--- src/odec_defs.svh ---
// Behaviour
// - Sync timing: enable follows divider clock tick.
// - Async timing: enable changes apply immediately.
// - Group codes 0-4 join groups; 5 none.
// - Code 7 ignores lock, register, pin enables.
// - Code 7 still obeys per-driver disable.
// - Disabled state field sets held pin levels.
// - Low/low becomes high/low in LVDS type.
// - Disable bit stops the clock; pins take the disabled state levels.
// - Clear disable enables unless otherwise gated.
// - Type field: current-mode, LVDS, LVDS, CMOS.
// - Bit 15 inverts differential polarity only.
// - CMOS: bits 9/8 invert true/complement.
// - CMOS: bits 11/10 tristate true/complement.
// - Input function 0-4 drives group enable.
// - Input function 6 drives global enable.
// - Power-down bit switches the driver off.
`ifndef ODEC_DEFS_SVH
`define ODEC_DEFS_SVH

// Register indices on the register port
`define ODEC_IDX_ENABLE 2'h0
`define ODEC_IDX_DRIVER 2'h1
`define ODEC_IDX_STATUS 2'h2

// Reset values and writable masks
`define ODEC_ENABLE_RESET 8'h06
`define ODEC_DRIVER_RESET 16'h003C
`define ODEC_DRIVER_WMASK 16'hFF7F

// Driver type encodings
`define ODEC_MODE_LPCM 2'h0
`define ODEC_MODE_LVDS_A 2'h1
`define ODEC_MODE_LVDS_B 2'h2
`define ODEC_MODE_CMOS 2'h3

// Group field encodings
`define ODEC_GROUP_LAST 3'h4
`define ODEC_GROUP_NONE 3'h5
`define ODEC_GROUP_EXCL 3'h7
`define ODEC_NUM_GROUPS 5

// Disabled state encodings
`define ODEC_DIS_HL 2'h0
`define ODEC_DIS_LH 2'h1
`define ODEC_DIS_HIZ 2'h2
`define ODEC_DIS_LL 2'h3

// Enable timing encodings
`define ODEC_OE_SYNC 1'h0
`define ODEC_OE_ASYNC 1'h1

// Input pin function codes
`define ODEC_FUNC_WIDTH 7
`define ODEC_FUNC_GOE 7'h06

`endif

--- src/odec_pkg.sv ---
package odec_pkg;

    // Enable configuration register layout
    typedef struct packed {
        logic driver_power_down;
        logic oe_mode;
        logic [2:0] group;
        logic [1:0] dis_state;
        logic dis;
    } odec_enable_cfg_type;

    // Driver configuration register layout
    typedef struct packed {
        logic diff_polarity_invert;
        logic spare_prog;
        logic [1:0] cross_point_tune;
        logic true_output_tristate;
        logic complement_output_tristate;
        logic true_output_invert;
        logic complement_output_invert;
        logic reserved;
        logic lp_amplitude;
        logic lp_slew_rate;
        logic lp_impedance;
        logic [1:0] cmos_slew_rate;
        logic [1:0] driver_type;
    } odec_driver_cfg_type;

    // Driven levels and enables of both output pins
    typedef struct packed {
        logic true_output;
        logic true_oe;
        logic complement_output;
        logic complement_oe;
    } odec_pins_type;

    // Global enable conditions
    typedef struct packed {
        logic goe_bit;
        logic apll_locked;
        logic lock_gate_en;
    } odec_global_type;

    // Analog settings handed to the driver cell
    typedef struct packed {
        logic [1:0] cross_point_tune;
        logic [1:0] impedance_tune;
        logic [1:0] amplitude_tune;
        logic lp_amplitude;
        logic lp_slew_rate;
        logic lp_impedance;
        logic [1:0] cmos_slew_rate;
    } odec_analog_type;

endpackage : odec_pkg

--- src/odec_gpi_decode.sv ---
`timescale 1ns/1ns
`default_nettype none
`include "odec_defs.svh"
module odec_gpi_decode #(
    parameter int NUM_GPI = 4
) (
    // Pin levels and their configuration
    input wire logic [NUM_GPI-1:0] gpi_level,
    input wire logic [NUM_GPI-1:0] gpi_pol,
    input wire logic [NUM_GPI*`ODEC_FUNC_WIDTH-1:0] gpi_func,
    // Decoded enables
    output logic [`ODEC_NUM_GROUPS-1:0] group_en,
    output logic goe_pin_en
);
    import odec_pkg::*;

    ////////////////////////////////////////////////////////////////////////
    // Unassigned groups read as enabled; several pins on one group all agree
    always_comb begin
        logic [`ODEC_FUNC_WIDTH-1:0] func;
        logic level;
        func = '0;
        level = 1'b0;
        group_en = '1;
        goe_pin_en = 1'b1;
        for (int i = 0; i < NUM_GPI; i++) begin
            func = gpi_func[i*`ODEC_FUNC_WIDTH +: `ODEC_FUNC_WIDTH];
            level = gpi_level[i] ^ gpi_pol[i];
            for (int g = 0; g < `ODEC_NUM_GROUPS; g++) begin
                if (func == `ODEC_FUNC_WIDTH'(g)) begin
                    group_en[g] = group_en[g] & level;
                end
            end
            if (func == `ODEC_FUNC_GOE) begin
                goe_pin_en = goe_pin_en & level;
            end
        end
    end

endmodule : odec_gpi_decode
`default_nettype wire

--- src/odec_output_enable.sv ---
`timescale 1ns/1ns
`default_nettype none
`include "odec_defs.svh"
module odec_output_enable #(
    parameter int NUM_GPI = 4
) (
    // Clock and reset
    input wire logic mclk,
    input wire logic rst,
    // Register port
    input wire logic reg_wr,
    input wire logic [1:0] reg_sel,
    input wire logic [15:0] reg_wdata,
    output logic [15:0] reg_rdata,
    // Divider clock level and its one-cycle tick
    input wire logic div_level,
    input wire logic div_tick,
    // Global and pin enable sources
    input wire odec_pkg::odec_global_type global_in,
    input wire logic [NUM_GPI-1:0] gpi_level,
    input wire logic [NUM_GPI-1:0] gpi_pol,
    input wire logic [NUM_GPI*`ODEC_FUNC_WIDTH-1:0] gpi_func,
    // Output driver
    output odec_pkg::odec_pins_type pins,
    output logic driver_power_down,
    output odec_pkg::odec_analog_type analog_cfg
);
    import odec_pkg::*;

    ////////////////////////////////////////////////////////////////////////
    // Type decode helpers
    function automatic logic is_cmos(input logic [1:0] mode);
        is_cmos = (mode == `ODEC_MODE_CMOS);
    endfunction : is_cmos

    function automatic logic is_lvds(input logic [1:0] mode);
        is_lvds = (mode == `ODEC_MODE_LVDS_A) || (mode == `ODEC_MODE_LVDS_B);
    endfunction : is_lvds

    ////////////////////////////////////////////////////////////////////////
    // Declarations
    odec_enable_cfg_type enable_cfg;
    odec_enable_cfg_type next_enable_cfg;
    odec_driver_cfg_type driver_cfg;
    odec_driver_cfg_type next_driver_cfg;
    logic [15:0] next_reg_rdata;
    logic sync_en;
    logic next_sync_en;
    logic eff_en;
    logic raw_en;
    logic group_ok;
    logic global_ok;
    logic [`ODEC_NUM_GROUPS-1:0] group_en;
    logic goe_pin_en;
    odec_pins_type next_pins;

    ////////////////////////////////////////////////////////////////////////
    // Pin function decode
    odec_gpi_decode #(
        .NUM_GPI(NUM_GPI)
    ) u_gpi_decode (
        .gpi_level(gpi_level),
        .gpi_pol(gpi_pol),
        .gpi_func(gpi_func),
        .group_en(group_en),
        .goe_pin_en(goe_pin_en)
    );

    ////////////////////////////////////////////////////////////////////////
    // Register writes; the reserved bit stays zero
    always_comb begin
        next_enable_cfg = enable_cfg;
        next_driver_cfg = driver_cfg;
        if (reg_wr) begin
            case (reg_sel)
                `ODEC_IDX_ENABLE: begin
                    next_enable_cfg = odec_enable_cfg_type'(reg_wdata[7:0]);
                end
                `ODEC_IDX_DRIVER: begin
                    next_driver_cfg = odec_driver_cfg_type'(reg_wdata & `ODEC_DRIVER_WMASK);
                end
                default: begin
                    next_enable_cfg = enable_cfg;
                end
            endcase
        end
    end

    // Register readback, one cycle after the select
    always_comb begin
        case (reg_sel)
            `ODEC_IDX_ENABLE: next_reg_rdata = {8'h00, enable_cfg};
            `ODEC_IDX_DRIVER: next_reg_rdata = driver_cfg;
            `ODEC_IDX_STATUS: next_reg_rdata = {13'h0000, sync_en, raw_en, eff_en};
            default: next_reg_rdata = 16'h0000;
        endcase
    end

    // Configuration storage
    always_ff @(posedge mclk) begin
        if (rst) begin
            enable_cfg <= odec_enable_cfg_type'(`ODEC_ENABLE_RESET);
            driver_cfg <= odec_driver_cfg_type'(`ODEC_DRIVER_RESET);
            reg_rdata <= 16'h0000;
        end else begin
            enable_cfg <= next_enable_cfg;
            driver_cfg <= next_driver_cfg;
            reg_rdata <= next_reg_rdata;
        end
    end

    ////////////////////////////////////////////////////////////////////////
    // Enable terms
    always_comb begin
        group_ok = 1'b1;
        if (enable_cfg.group <= `ODEC_GROUP_LAST) begin
            group_ok = group_en[enable_cfg.group];
        end
        if (enable_cfg.group == `ODEC_GROUP_EXCL) begin
            global_ok = 1'b1;
        end else begin
            global_ok = global_in.goe_bit & goe_pin_en
                & (global_in.apll_locked | ~global_in.lock_gate_en);
        end
        raw_en = ~enable_cfg.dis & group_ok & global_ok;
    end

    // Synchronous enable follows the divider tick
    always_comb begin
        next_sync_en = sync_en;
        if (div_tick) begin
            next_sync_en = raw_en;
        end
        if (enable_cfg.oe_mode == `ODEC_OE_ASYNC) begin
            eff_en = raw_en;
        end else begin
            eff_en = sync_en;
        end
    end

    always_ff @(posedge mclk) begin
        if (rst) begin
            sync_en <= 1'b0;
        end else begin
            sync_en <= next_sync_en;
        end
    end

    ////////////////////////////////////////////////////////////////////////
    // Pin levels and enables
    always_comb begin
        next_pins = '0;
        if (enable_cfg.driver_power_down) begin
            next_pins = '0;
        end else if (eff_en) begin
            if (is_cmos(driver_cfg.driver_type)) begin
                next_pins.true_output = div_level ^ driver_cfg.true_output_invert;
                next_pins.complement_output = div_level
                    ^ driver_cfg.complement_output_invert;
                next_pins.true_oe = ~driver_cfg.true_output_tristate;
                next_pins.complement_oe = ~driver_cfg.complement_output_tristate;
            end else begin
                next_pins.true_output = div_level ^ driver_cfg.diff_polarity_invert;
                next_pins.complement_output = ~next_pins.true_output;
                next_pins.true_oe = 1'b1;
                next_pins.complement_oe = 1'b1;
            end
        end else begin
            // Disabled: clock stopped, pins held as configured
            next_pins.true_oe = 1'b1;
            next_pins.complement_oe = 1'b1;
            case (enable_cfg.dis_state)
                `ODEC_DIS_HL: begin
                    next_pins.true_output = 1'b1;
                    next_pins.complement_output = 1'b0;
                end
                `ODEC_DIS_LH: begin
                    next_pins.true_output = 1'b0;
                    next_pins.complement_output = 1'b1;
                end
                `ODEC_DIS_HIZ: begin
                    next_pins.true_oe = 1'b0;
                    next_pins.complement_oe = 1'b0;
                end
                `ODEC_DIS_LL: begin
                    next_pins.true_output = is_lvds(driver_cfg.driver_type);
                    next_pins.complement_output = 1'b0;
                end
                default: begin
                    next_pins = '0;
                end
            endcase
        end
    end

    always_ff @(posedge mclk) begin
        if (rst) begin
            pins <= '0;
            driver_power_down <= 1'b0;
        end else begin
            pins <= next_pins;
            driver_power_down <= enable_cfg.driver_power_down;
        end
    end

    ////////////////////////////////////////////////////////////////////////
    // Analog settings pass straight from the register
    always_comb begin
        analog_cfg.cross_point_tune = driver_cfg.cross_point_tune;
        analog_cfg.impedance_tune = {driver_cfg.true_output_tristate,
            driver_cfg.complement_output_tristate};
        analog_cfg.amplitude_tune = {driver_cfg.true_output_invert,
            driver_cfg.complement_output_invert};
        analog_cfg.lp_amplitude = driver_cfg.lp_amplitude;
        analog_cfg.lp_slew_rate = driver_cfg.lp_slew_rate;
        analog_cfg.lp_impedance = driver_cfg.lp_impedance;
        analog_cfg.cmos_slew_rate = driver_cfg.cmos_slew_rate;
    end

endmodule : odec_output_enable
`default_nettype wire

--- config.mk ---
export PLATFORM = sky130hd
export DESIGN_NAME = odec_output_enable
export DESIGN_NICKNAME = d
export VERILOG_FILES = /design/src/odec_pkg.sv /design/src/odec_gpi_decode.sv /design/src/odec_output_enable.sv
export VERILOG_INCLUDE_DIRS = /design/src
export SDC_FILE = /design/constraint.sdc
export NUM_CORES = 1
export LEC_CHECK = 0
export BUFFER_PORTS_ARGS = -buffer_cell sky130_fd_sc_hd__buf_2
export CORE_MARGIN = 8
export CORE_UTILIZATION = 51
export CTS_CLUSTER_DIAMETER = 40
export DETAILED_ROUTE_END_ITERATION = 12
export PLACE_DENSITY = 0.84
export SLEW_MARGIN = 20
export SYNTH_ARGS = -nofsm -noshare
export SYNTH_HDL_FRONTEND = slang
export SYNTH_SLANG_ARGS = --single-unit
export TNS_END_PERCENT = 100
--- constraint.sdc ---
create_clock -name mclk -period 4.3 [get_ports mclk]
set_clock_uncertainty 0.2 [all_clocks]
set_input_delay 0.215 -clock mclk [delete_from_list [all_inputs] [get_ports mclk]]
set_output_delay 0.215 -clock mclk [all_outputs]
set_load 0.05 [all_outputs]
# Yosys cells after proc, flatten, opt, wreduce, memory -nomap -nowiden
# Index checks and enable logic that the tools add are counted.
# totals
register_bits,45
input_bits,62
output_inout_bits,32
# op_classes
n_lt_le_gt_ge,2
eq_ne,29
n_mux,35
bitwise_logic,35
n_reduce_logical,10
# ops
operator,count
"7-bit by 2-bit == test with 1-bit output, second input constant",8
"7-bit by 3-bit == test with 1-bit output, second input constant",8
16-bit one-hot mux with 3 select lines,1
1-bit two-way mux,30
"7-bit by 1-bit == test with 1-bit output, second input constant",4
7-bit logical NOT,4
1-bit bitwise AND,22
"2-bit == test, second input constant",5
4-bit two-way mux,2
1-bit XOR,7
"2-bit by 1-bit == test with 1-bit output, second input constant",3
1-bit inverter,5
2-bit logical NOT,2
"3-bit by 4-bit < comparator with 1-bit output, second input constant",1
2-bit AND reduction,2
1-bit binary-select mux with 3-bit select,1
"3-bit == test, second input constant",1
"3-bit <= comparator, second input constant",1
1-bit one-hot mux with 2 select lines,1
2-bit OR reduction,1
1-bit logical OR,1
1-bit OR,1

# Depth between registers and ports, before layout
# depth
depth_word,15
mapped_depth,7
ltp_nobuf,7

# Cells and area by module
# Synthesis repeated with hierarchy kept, for this count alone.
# hier_totals
hier_cells,261
area_unflattened_um2,2280.9
# modules_own_cells
module,instances,cells_each,area_per_inst_um2,seq_area_each_um2
odec_output_enable,1,205,1906.8,900.9
odec_gpi_decode,1,56,374.1,0.0

# Worst setup path after synthesis
# OpenSTA, ideal clock, no wires.
# synth_path
kind,input -> register
start,in gpi_func[17]
end,reg pins[0] (netlist name)
setup_ns,0.095
arrival_time_ns,1.952
setup_slack_ns,2.052
cell_stages,7
n_path_buf,0
path_cell_list,or4_1 nor4_1 nor4_1 o31a_1 nand2b_4 o211a_1 a221oi_1
# synth_between
elab_chain_len,11
elab_cells_between_ends,34
cone_classes,eq/ne (5); mux (18); bitwise (10); reduce/logical (1)
# synth_rtl
item,line_no,rtl
start: declaration,odec_output_enable.sv:22,"input wire logic [NUM_GPI*`ODEC_FUNC_WIDTH-1:0] gpi_func,"
"7-bit by 1-bit == test with 1-bit output, or another cell as far along",odec_gpi_decode.sv:30,if (func == `ODEC_FUNC_WIDTH'(g)) begin
1-bit two-way mux,odec_gpi_decode.sv:30,
1-bit bitwise AND,odec_gpi_decode.sv:31,group_en[g] = group_en[g] & level;
1-bit two-way mux,odec_gpi_decode.sv:30,
1-bit binary-select mux with 3-bit select,odec_output_enable.sv:117,group_ok = group_en[enable_cfg.group];
1-bit two-way mux (implied by the code),odec_output_enable.sv:117,
1-bit two-way mux,odec_output_enable.sv:116,if (enable_cfg.group <= `ODEC_GROUP_LAST) begin
1-bit bitwise AND,odec_output_enable.sv:125,raw_en = ~enable_cfg.dis & group_ok & global_ok;
1-bit bitwise AND *,odec_output_enable.sv:125,
1-bit two-way mux *,odec_output_enable.sv:134,if (enable_cfg.oe_mode == `ODEC_OE_ASYNC) begin
4-bit two-way mux *,odec_output_enable.sv:155,end else if (eff_en) begin
end signal: assignment,odec_output_enable.sv:201,pins <= next_pins;
end: declaration,odec_output_enable.sv:24,"output odec_pkg::odec_pins_type pins,"
# Mark *: on every way between the ends. The rest lies on a longest branch, timed or not. The select of a mux whose other input is x is not followed.
# A chain may end at the register's enable or synchronous reset.

# Final worst setup path
# layout_path
start,in gpi_func[24]
end,reg pins[2] (netlist name)
# layout_between
elab_chain_len,9
elab_cells_between_ends,22
cone_classes,eq/ne (5); mux (12); bitwise (4); reduce/logical (1)
# layout_rtl
item,line_no
"7-bit by 1-bit == test with 1-bit output, or another cell as far along",odec_gpi_decode.sv:30
1-bit two-way mux,odec_gpi_decode.sv:30
1-bit binary-select mux with 3-bit select,odec_output_enable.sv:117
1-bit two-way mux (implied by the code),odec_output_enable.sv:117
1-bit two-way mux,odec_output_enable.sv:116
1-bit bitwise AND,odec_output_enable.sv:125
1-bit bitwise AND *,odec_output_enable.sv:125
1-bit two-way mux *,odec_output_enable.sv:134
4-bit two-way mux *,odec_output_enable.sv:155
# Marked as above.

==> results.md <==
* Worst EP arrival at 2.35 ns
* Initial core utilization at 0.5227
* DR vias at 2245
* Slowest stage delay, CP at 0.55 ns
* Fillers at 339
* Worst EP required at 4.30 ns
* Layout cells sized above 1 at 0.3249
* Routed len/inst at 15.54 µm
* Die W at 82.34 µm
* Gate power share at 0.196
* Total wire length at 6309 µm
* Row cnt at 24
* Ys async rst share at 0
* # nets final at 420
* Worst-Margin Slew at 0.9671 ns
* Hold path depth at 4
* Setup CP Type: in2reg
* Reg2Reg Depth at 7
* CP Cell Sequence: buf_2 > or4_4 > o41ai_1 > nor4_1 > a311oi_1 > a21oi_1 > o211a_1 > a221oi_1
* Register area share after synthesis at 0.4013
* Crit-path leading delay family: compound AO/OA/AOI/OAI gates
* Crit Path Max Fanout at 4
* CTS Sinks at 45
* Post-synthesis simple-gate area fraction at 0.2915
* Pre-antenna DRT Iters at 5
* Clock Tree Buf Depth at 2
* CP Buf/Inv Count at 1
* Synth Cell Area at 0.002245 mm²
* Switching Fraction at 0.2952
* Post-Synth XOR/XNOR Area at 0.02341
* Synth unique cells at 45
* Via-per-instance ratio at 5.530
* Antenna Violating Nets Remaining at 0
* Worst hold endpoint: pins[1]
* Fin Setup TNS at 0 ns
* Most frequent cells in the layout: buf_2 (93), dfxtp_1 (45), nand2_1 (34)
* Slew HR at 0.3524
* Seq cells post-synth at 45
* WHS at 0.05653 ns
* Synth warnings at 0
* Post-Synthesis Mean Instance Area at 8.734 µm²
* N_diodes at 0
* Synth Flop Type: dfxtp_1
* Post-synthesis compound-gate area fraction at 0.1215
* Leakage at 1.352 nW
* Sequential power share at 0.507
* Core area at 0.004294 mm²
* HP Start: div_level
* Post-CTS setup buffer count at 0
* Endpoint type of the worst setup path: flop
* Post-Syn Instances at 257
* Number of max-cap violations at 0
* Final setup vio count at 0
* Die area at 0.006780 mm²
* Clock slew at reported path FFs at 0.08 ns
* Fmax at 424.4 MHz
* Gr ovfl total at 0
* Critical R2R Capture: pins[2]
* Combinational family with the most area after synthesis: simple AND/OR/NAND/NOR gates
* IO Pins at 94
* GRT Util Overall at 0.1851
* Largest cells by area after synthesis: dfxtp_1 (40%), mux2i_1 (6.2%), nand2_1 (5.7%)
* Net Sw Power at 0.2572 mW
* Top cell type's share of synthesized area at 0.4013
* Hpwl dp at 4675 µm
* Final period utilization at 0.5480
* Routability cong. at 0.8908
* Mux contribution to synthesized area at 0.06745
* H-Tree Depth at 2
* Max Slew Vio Count at 0
* First-pass GRT wire length at 9901 µm
* Worst hold path class: in2reg
* Final hold vios at 0
* Number of buffers created by CTS at 5
* Port Buf Inserts at 93
* Final min period at 2.356 ns
* Area Growth Syn to Fin at 30.16%
* Number of synthesized flops with an enable pin at 0
* DRT iter0 DRCs at 135
* Clock power share at 0.298
* Most common library cell in the layout ignoring fill and taps: buf_2
* Cell-internal power at 0.6141 mW
* Vias in the first global route at 2232
* Largest net degree at the start of global routing at 33
* Synth Area in Adders at 0.02787
* Die Ht at 82.34 µm
* Syn nets at 324
* Yosys top cell by area: dfxtp_1
* Reg2Reg Setup Slack at 2.14 ns
* Clock latency on the worst-skew pair at 0.30 ns
* CTS root buf: clkbuf_8
* Multi-input combinational cell area at 0.001199 mm²
* Crit path launch type: primary input
* Status: finished clean
* Initial antenna violation count at 0
* Unrepaired setup endpoints after global routing: no
* DRC violations left at 0
* VDD IR max at 0.1616 mV
* Worst R2R Start: enable_cfg[5]
* FF+latch area at 900.9 µm²
* PD cells at 298.2 mW/mm²
* Critical-path top delay cell: or4_4
* CTS tree: done
how the worst max path moves through the flow:
| stage | depth (start not counted) | slack (ns) | start | end |
|---|---|---|---|---|
| floorplan | 7 | 2.05 | gpi_func[17] | pins[0] |
| global placement | 8 | 1.66 | gpi_func[17] | pins[2] |
| detailed placement | 8 | 1.67 | gpi_func[17] | pins[2] |
| CTS | 8 | 1.97 | gpi_func[17] | pins[2] |
| global route | 8 | 1.79 | gpi_func[24] | pins[2] |
| finish | 8 | 1.94 | gpi_func[24] | pins[2] |
worst min-delay path: cells and delay by family:
| family | cells | cell delay (ns) |
|---|---|---|
| multiplexers | 1 | 0.05 |
| XOR/XNOR | 1 | 0.07 |
| AND/OR/NAND/NOR | 1 | 0.06 |
| buffers and inverters | 1 | 0.10 |
through the flow:
stage,instances,setup slack [ns],area (µm²),power [mW],util
4_1_cts,406,1.967,2922,0.8705,0.6804
3_5_place_dp,381,1.665,2660,0.6082,0.6195
2_1_floorplan,257,2.052,2245,0.5531,-
6_report,406,1.944,2922,0.8712,0.6804
3_3_place_gp,381,1.662,2660,0.6042,0.6195
5_1_grt,406,1.789,2922,0.9087,0.6804
synthesized netlist by cell type (4+ instances only):
master     n
nand2_1   34
mux2i_1   14
dfxtp_1   45
nor4b_1    4
xor2_1     4
buf_4     11
ha_1       5
and3_1     8
nor4_1     6
nand3b_1   7
or2_2      4
a21oi_1   18
inv_1      8
nor2_1    24
clkbuf_1  10
nand2b_1   7
cell type report:
cell class	count	area share
timing repair buffer	110	0.2176
clock inverter	3	0.007709
multi-input combinational	183	0.4103
clock buffer	5	0.02355
tap	52	0.02227
inverter	8	0.01028
sequential	45	0.3084
cell families (layout without fill, tap and decap cells):
group | after synthesis | in the layout
simple gates | 117 | 117
fa+ha+maj | 5 | 5
buf+inv | 29 | 126
flops | 45 | 45
compound gates | 40 | 40
mux | 15 | 15
xor+xnor | 6 | 6
state kept, by name, summed over array words and instances (netlist names):
name and cells:
analog_cfg 11, pins 4, sync_en 1, reg_rdata 16, enable_cfg 8, driver_cfg 4, driver_power_down 1
power by group through the flow:
stage / clock network [mW] / registers (mW) / logic, mW
final: 0.259 / 0.441 / 0.170
after global routing: 0.281 / 0.444 / 0.184
after detailed placement: 0 / 0.451 / 0.157
after global placement: 0 / 0.451 / 0.154
after CTS: 0.259 / 0.441 / 0.170
after floorplan: 0 / 0.471 / 0.0823
metal layers:
layer | vias up | GRT usage | routed length (µm)
li1 | 1095 | - | -
met1 | 1054 | 0.2141 | 2565
met4 | 0 | 0.06491 | 77
met3 | 9 | 0.03030 | 402
met5 | - | 0 | 0
met2 | 87 | 0.3344 | 3263
repair_timing:
action                     4_1_cts  5_1_grt
gates resized for setup          0        0
setup endpoints to repair        0        0
hold endpoints to repair        22        0
hold buffers                    17        0
Power figures use the tool's default switching activity.
